--- config.mk ---
export PLATFORM = sky130hd
export DESIGN_NAME = slser_tx
export DESIGN_NICKNAME = d
export VERILOG_FILES = /design/src/verilog/slser_tx.v
export VERILOG_INCLUDE_DIRS = /design/src /design/src/verilog
export SDC_FILE = /design/constraint.sdc
export NUM_CORES = 1
export LEC_CHECK = 0
export BUFFER_PORTS_ARGS = -buffer_cell sky130_fd_sc_hd__buf_2
export CAP_MARGIN = 20
export CORE_MARGIN = 4
export CORE_UTILIZATION = 45
export DETAILED_ROUTE_END_ITERATION = 8
export PLACE_DENSITY = 0.67
export SETUP_SLACK_MARGIN = 0.3
export SLEW_MARGIN = 10
export SYNTH_ARGS = -nofsm -noshare
export SYNTH_HDL_FRONTEND = slang
export SYNTH_SLANG_ARGS = --single-unit
--- constraint.sdc ---
create_clock -name clk -period 5.5 [get_ports clk]
set_input_delay 0.275 -clock clk [delete_from_list [all_inputs] [get_ports clk]]
set_output_delay 0.275 -clock clk [all_outputs]
set_load 0.01 [all_outputs]
--- src/verilog/slser_consts.vh ---
// constants of the soft serializer transmitter and its start-up sequence
// Rules for this block and its clocking
// each word leaves its lane most significant bit first, least significant last
// channel count is a parameter, at most 18 per instance
// serialization factor is a parameter from one to ten bits
// external clock mode: fast clock on serial_clock_in, slow on parallel_clock_in
// external fast clock feeds only serial_clock_in; slow clock feeds parallel_clock_in
// an external clocking pll runs in source-synchronous compensation mode
// internal clock mode: own clock generator serves this instance alone
// pll reset held at least 10 ns, released, then lock awaited stable
// serial transfer starts only after lock has asserted and stayed stable
// clocking pll sits on the same die edge as the channel banks
// parallel rate is serial rate over factor; one word loaded per parallel cycle
`ifndef SLSER_CONSTS_VH
`define SLSER_CONSTS_VH
`define SLSER_CLK_PERIOD_NS   10
`define SLSER_RST_MIN_NS      10
`define SLSER_RST_CYC         ((`SLSER_RST_MIN_NS + `SLSER_CLK_PERIOD_NS - 1) / `SLSER_CLK_PERIOD_NS)
`define SLSER_LOCK_STABLE_CYC 16
`define SLSER_MAX_CHANNELS    18
`define SLSER_MAX_FACTOR      10
`define SLSER_CHANNELS        4
`define SLSER_FACTOR          8
`define SLSER_FIFO_DEPTH      16
`define SLSER_ST_RESET        2'h0
`define SLSER_ST_WAIT         2'h1
`define SLSER_ST_RUN          2'h2
`endif

--- src/verilog/slser_tx.v ---
// soft serializer transmitter with word fifo and pll start-up control
`include "slser_consts.vh"

// ==========================================================
// word fifo
module slser_fifo #(
  parameter WIDTH = 8,
  parameter DEPTH = 16,
  parameter AW    = 4
) (
  // clock and reset
  input  wire             clk,
  input  wire             nrst,
  // fill side
  input  wire             in_valid,
  output wire             in_ready,
  input  wire [WIDTH-1:0] in_data,
  // drain side
  output wire             out_valid,
  input  wire             out_ready,
  output wire [WIDTH-1:0] out_data
);
  reg [WIDTH-1:0] mem_q [0:DEPTH-1];
  reg [AW-1:0]    wr_q;
  reg [AW-1:0]    rd_q;
  reg [AW:0]      cnt_q;
  wire            push;
  wire            pop;

  assign in_ready  = (cnt_q != DEPTH[AW:0]);
  assign out_valid = (cnt_q != {(AW+1){1'b0}});
  assign out_data  = mem_q[rd_q];
  assign push      = in_valid & in_ready;
  assign pop       = out_valid & out_ready;

  always @(posedge clk)
  begin
    if (push)
      mem_q[wr_q] <= in_data;
  end

  always @(posedge clk or negedge nrst)
  begin
    if (!nrst)
    begin
      wr_q  <= {AW{1'b0}};
      rd_q  <= {AW{1'b0}};
      cnt_q <= {(AW+1){1'b0}};
    end
    else
    begin
      if (push)
        wr_q <= wr_q + 1'b1;
      if (pop)
        rd_q <= rd_q + 1'b1;
      if (push && !pop)
        cnt_q <= cnt_q + 1'b1;
      else if (pop && !push)
        cnt_q <= cnt_q - 1'b1;
    end
  end
endmodule // slser_fifo

// ==========================================================
// transmitter top
module slser_tx #(
  parameter CHANNELS = `SLSER_CHANNELS,
  parameter FACTOR   = `SLSER_FACTOR
) (
  // clock and reset
  input  wire                         clk,
  input  wire                         nrst,
  // link clocks, sampled as plain inputs
  input  wire                         serial_clock_in,
  input  wire                         parallel_clock_in,
  // pll control
  output wire                         pll_async_reset,
  input  wire                         pll_locked,
  // parallel words from core logic
  input  wire                         word_valid,
  output wire                         word_ready,
  input  wire [CHANNELS*FACTOR-1:0]   word_data,
  // serial lanes and status
  output wire [CHANNELS-1:0]          tx_serial,
  output wire                         tx_ready
);
  localparam W = CHANNELS * FACTOR;
  // out-of-range settings give a negative replication below and fail elaboration
  localparam CHK = (CHANNELS >= 1 && CHANNELS <= `SLSER_MAX_CHANNELS && FACTOR >= 1 &&
                    FACTOR <= `SLSER_MAX_FACTOR) ? 1 : 0;
  wire range_ok;
  assign range_ok = {(2*CHK-1){1'b1}};

  // ==========================================================
  // synchronisers and edge finding
  reg [1:0] sclk_s_q;
  reg [1:0] pclk_s_q;
  reg [1:0] lock_s_q;
  reg       sclk_p_q;
  reg       pclk_p_q;
  wire      sclk_rise;
  wire      pclk_rise;

  always @(posedge clk or negedge nrst)
  begin
    if (!nrst)
    begin
      sclk_s_q <= 2'h0;
      pclk_s_q <= 2'h0;
      lock_s_q <= 2'h0;
      sclk_p_q <= 1'b0;
      pclk_p_q <= 1'b0;
    end
    else
    begin
      sclk_s_q <= {sclk_s_q[0], serial_clock_in};
      pclk_s_q <= {pclk_s_q[0], parallel_clock_in};
      lock_s_q <= {lock_s_q[0], pll_locked};
      sclk_p_q <= sclk_s_q[1];
      pclk_p_q <= pclk_s_q[1];
    end
  end
  assign sclk_rise = sclk_s_q[1] & ~sclk_p_q;
  assign pclk_rise = pclk_s_q[1] & ~pclk_p_q;

  // ==========================================================
  // start-up sequence
  localparam [1:0] ST_RESET = `SLSER_ST_RESET;
  localparam [1:0] ST_WAIT  = `SLSER_ST_WAIT;
  localparam [1:0] ST_RUN   = `SLSER_ST_RUN;

  reg [1:0] st_q;
  reg [1:0] st_d;
  reg [4:0] cnt_q;
  reg [4:0] cnt_d;
  reg       rst_q;
  reg       rdy_q;
  wire      lock_ok;

  assign lock_ok = lock_s_q[1];

  always @*
  begin
    st_d  = st_q;
    cnt_d = cnt_q;
    case (st_q)
      ST_RESET:
      begin
        cnt_d = cnt_q + 5'h01;
        if ((cnt_q + 5'h01) >= `SLSER_RST_CYC)
        begin
          st_d  = ST_WAIT;
          cnt_d = 5'h00;
        end
      end
      ST_WAIT:
      begin
        if (!lock_ok)
          cnt_d = 5'h00;
        else if (cnt_q == (`SLSER_LOCK_STABLE_CYC - 1))
          st_d = ST_RUN;
        else
          cnt_d = cnt_q + 5'h01;
      end
      ST_RUN:
      begin
        // lost lock restarts the pll
        if (!lock_ok)
        begin
          st_d  = ST_RESET;
          cnt_d = 5'h00;
        end
      end
      default:
      begin
        st_d  = ST_RESET;
        cnt_d = 5'h00;
      end
    endcase
  end

  // outputs come from their own flops: a two-bit state change must not glitch the pll reset
  always @(posedge clk or negedge nrst)
  begin
    if (!nrst)
    begin
      st_q  <= ST_RESET;
      cnt_q <= 5'h00;
      rst_q <= 1'b1;
      rdy_q <= 1'b0;
    end
    else
    begin
      st_q  <= st_d;
      cnt_q <= cnt_d;
      rst_q <= (st_d == ST_RESET);
      rdy_q <= (st_d == ST_RUN) & range_ok;
    end
  end

  assign pll_async_reset = rst_q;
  assign tx_ready        = rdy_q;

  // ==========================================================
  // word buffer
  wire         f_valid;
  wire         f_ready;
  wire [W-1:0] f_data;
  wire         load;

  slser_fifo #(
    .WIDTH (W),
    .DEPTH (`SLSER_FIFO_DEPTH),
    .AW    (4)
  ) u_fifo (
    .clk       (clk),
    .nrst      (nrst),
    .in_valid  (word_valid),
    .in_ready  (word_ready),
    .in_data   (word_data),
    .out_valid (f_valid),
    .out_ready (f_ready),
    .out_data  (f_data)
  );

  // one word per parallel clock edge; an empty buffer sends zeros
  assign load    = tx_ready & pclk_rise;
  assign f_ready = load;

  // ==========================================================
  // shift registers, one per lane
  // the parallel clock rises with a serial rise, so the load edge is a serial edge too:
  // it sends the msb at once and each word fills exactly FACTOR serial bits;
  // a parallel rise that slips off its serial rise cuts that word short
  reg [W-1:0]        sh_q;
  reg [CHANNELS-1:0] out_q;
  wire [W-1:0]       ld_word;
  integer            i;

  assign ld_word = f_valid ? f_data : {W{1'b0}};

  always @(posedge clk or negedge nrst)
  begin
    if (!nrst)
    begin
      sh_q  <= {W{1'b0}};
      out_q <= {CHANNELS{1'b0}};
    end
    else if (!tx_ready)
    begin
      sh_q  <= {W{1'b0}};
      out_q <= {CHANNELS{1'b0}};
    end
    else if (load)
    begin
      for (i = 0; i < CHANNELS; i = i + 1)
      begin
        out_q[i] <= ld_word[i*FACTOR + FACTOR - 1];
        sh_q[i*FACTOR +: FACTOR] <= ld_word[i*FACTOR +: FACTOR] << 1;
      end
    end
    else if (sclk_rise)
    begin
      for (i = 0; i < CHANNELS; i = i + 1)
      begin
        out_q[i] <= sh_q[i*FACTOR + FACTOR - 1];
        sh_q[i*FACTOR +: FACTOR] <= sh_q[i*FACTOR +: FACTOR] << 1;
      end
    end
  end

  assign tx_serial = out_q;
endmodule // slser_tx

==> flow_summary.json <==
{
  "status": "complete, no violations",
  "period_minus_slack_ps": 3210,
  "cap_viol_max_count": 0,
  "syn_area_um2": 22300,
  "drc": 0,
  "ys_seq_area_frac": 0.759,
  "nets": 1160,
  "initial_core_util": 0.456,
  "switching_share": 0.232,
  "post_cts_resized": 0,
  "grt-ovfl-total": 0,
  "clk_pin_slew_ps": 60,
  "rsz0062_at_grt": "false",
  "ir_worst_vdd_uv": 261,
  "clockBufferDepth": 3,
  "syn_inst": 1028,
  "cts_sinks": 574,
  "dp_hpwl_mm": 26.2,
  "comb_power_share": 0.082,
  "synth_warnings": 0,
  "gp_congestion": 0.747,
  "vias_per_cell": 5.73,
  "cp_max_fo": 17,
  "avgSynthCellArea_um2": 21.7,
  "drive_gt1_frac": 0.269,
  "async_flop_share": 0.108,
  "grt_pass1_wl_mm": 71.0,
  "required_ps": 5750,
  "synth.ff_latch_count": 574,
  "grt_usage": 0.179,
  "antenna_found_initial": 3,
  "pin_count": 45,
  "syn-num-nets": 1079,
  "cts_buffers": 56,
  "cts_tree": "done",
  "synth_edf_count": 512,
  "routed-via-count": 10443,
  "skew_ps": 14.6,
  "switchingPower_mw": 2.28,
  "die_area_um2": 53200,
  "start_kind": "register",
  "fin_total_pwr_mw": 9.86,
  "post-route-period-util": 0.584,
  "drt-initial-drc-count": 1027,
  "cts_max_level": 2,
  "core_um2": 49000,
  "cp_data_arrival_time_ps": 3460,
  "end_kind": "register",
  "hp-class": "input pin to register",
  "tns_ps": 0,
  "worst_pin_slew_ps": 990,
  "drt_wl_total_mm": 47.4,
  "final_common_cell": "edfxtp_1",
  "crit_type": "register to register",
  "die_w_um": 231,
  "placed_cell_area_um2": 23500,
  "finalHoldViolCount": 0,
  "seqPwrFrac": 0.539,
  "r2r_cells": 5,
  "first_pass_iters": 5,
  "clock.fmax_ghz": 0.312,
  "p_leak_nw": 8.02,
  "final_core_util": 0.519,
  "setup_viol": 0,
  "grt_max_degree": 85,
  "avgRoutedWirePerCell_um": 26.0,
  "synth_flop_cell": "edfxtp_1",
  "cts_setup_buffers": 0,
  "synthDistinctLibCells": 41,
  "clk_latency_ps": 610,
  "area_growth_pct": 13.8,
  "slew_headroom": 0.340,
  "io_buffers": 44,
  "worstHoldPathCells": 1,
  "p_per_area_nw_per_um2": 388,
  "clock-root-buffer": "clkbuf_16",
  "num_rows": 81,
  "final_area_um2": 25400,
  "power_frac_clock": 0.379,
  "drv_slew": 0,
  "ant_nets": 0,
  "p_int_mw": 7.58,
  "layout_common_cells": "512 x edfxtp_1, 128 x mux4_2, 97 x mux2i_1, 58 x dfrtp_1, 57 x clkbuf_16",
  "hold_buffers": 4,
  "whs_ps": 47.9,
  "grt_pass1_vias": 10984,
  "die_y_um": 231
}
==> cell type report <==
type | instances | area, um2
diodes | 3 | 7.51
clock buffers | 74 | 1530
clock inverters | 32 | 265
fillers | 3762 | 23600
inverters | 9 | 33.8
multi-input cells | 392 | 5180
flip-flops and latches | 574 | 16900
well taps | 664 | 831
repair buffers | 76 | 598
==> Yosys cell counts (2+ instances only) <==
cell | instances | area (um2)
ha_1 | 12 | 150
buf_6 | 6 | 67.6
nand4b_1 | 3 | 26.3
nand4_1 | 2 | 12.5
o211ai_4 | 2 | 42.5
buf_1 | 7 | 26.3
nor2_1 | 16 | 60.1
nand2_1 | 11 | 41.3
a21o_1 | 5 | 37.5
a22oi_1 | 2 | 15.0
mux4_2 | 128 | 2880
edfxtp_1 | 512 | 15400
clkbuf_2 | 2 | 10.0
clkbuf_1 | 13 | 48.8
a22o_1 | 7 | 61.3
inv_1 | 9 | 33.8
nor3_1 | 5 | 25.0
mux2i_1 | 97 | 971
xor2_1 | 3 | 26.3
and2_1 | 2 | 12.5
nor2b_1 | 7 | 43.8
xnor2_1 | 10 | 87.6
o21ai_1 | 2 | 10.0
o21ai_0 | 31 | 155
dfrtp_1 | 61 | 1530
o22a_1 | 28 | 245
mux2_2 | 2 | 22.5
buf_2 | 22 | 110
buf_4 | 3 | 22.5
nand2b_1 | 5 | 31.3
a21oi_1 | 3 | 15.0
==> critical path: stages (launching register included) <==
cell and delay [ps]:
dfrtp_1 460, nor4_1 110, a21boi_1 700, nand2_1 420, nor2_4 680, buf_4 480
==> final timing paths <==
path / endpoint / from / slack (ps)
max: u_fifo.mem_q[12][16]$_DFFE_PP_ / u_fifo.cnt_q[0]$_DFFE_PN0P_ / 2290
min: u_fifo.mem_q[6][11]$_DFFE_PP_ / word_data[11] / 50
max reg2reg: u_fifo.mem_q[12][16]$_DFFE_PP_ / u_fifo.cnt_q[0]$_DFFE_PN0P_ / 2290
min reg2reg: pclk_s_q[1]$_DFF_PN0_ / pclk_s_q[0]$_DFF_PN0_ / 350
max in group asynchronous: u_fifo.rd_q[0]$_DFFE_PN0P_ / nrst / 4370
min in group asynchronous: sh_q[28]$_DFFE_PN0P_ / nrst / 390
==> kinds of logic (layout without fill, tap and decap cells) <==
logic type	count (synthesis)	count (layout)	share of synthesized area
flops	574	574	0.759
mux	227	227	0.174
compound gates	84	84	0.0275
buf+inv	62	191	0.0143
simple gates	55	55	0.0128
fa+ha+maj	13	13	0.00763
xor+xnor	13	13	0.00510
other cells	0	3	0
==> through the flow <==
step                setup slack [ps]  instances
floorplan                       1600       1028
global placement                2270       1706
detailed placement              2210       1710
CTS                             2210       1820
global route                    2070       1821
finish                          2290       1824
==> power groups by stage <==
stage | sequential [mW] | combinational [mW] | clock [mW]
final | 5.32 | 0.804 | 3.74
after global routing | 5.34 | 0.869 | 4.01
after CTS | 5.32 | 0.818 | 3.81
after detailed placement | 5.41 | 0.813 | 0
after global placement | 5.39 | 0.773 | 0
after floorplan | 5.35 | 0.444 | 0
==> layer usage <==
layer  GRT usage  part of all wire  vias to the layer above
li1            -                 -                     4427
met1       0.248              0.42                     5631
met2       0.296              0.50                      309
met3      0.0334             0.056                       74
met4      0.0483             0.020                        2
met5           0           0.00027                        -
==> sequential cells by signal (all words and copies together) (netlist names), 4 cells and up <==
register	flops
u_fifo.cnt_q	5
tx_serial	4
u_fifo.wr_q	4
u_fifo.mem_q	512
cnt_q	5
sh_q	28
u_fifo.rd_q	4
No activity file was read; power rests on OpenSTA's default activity.
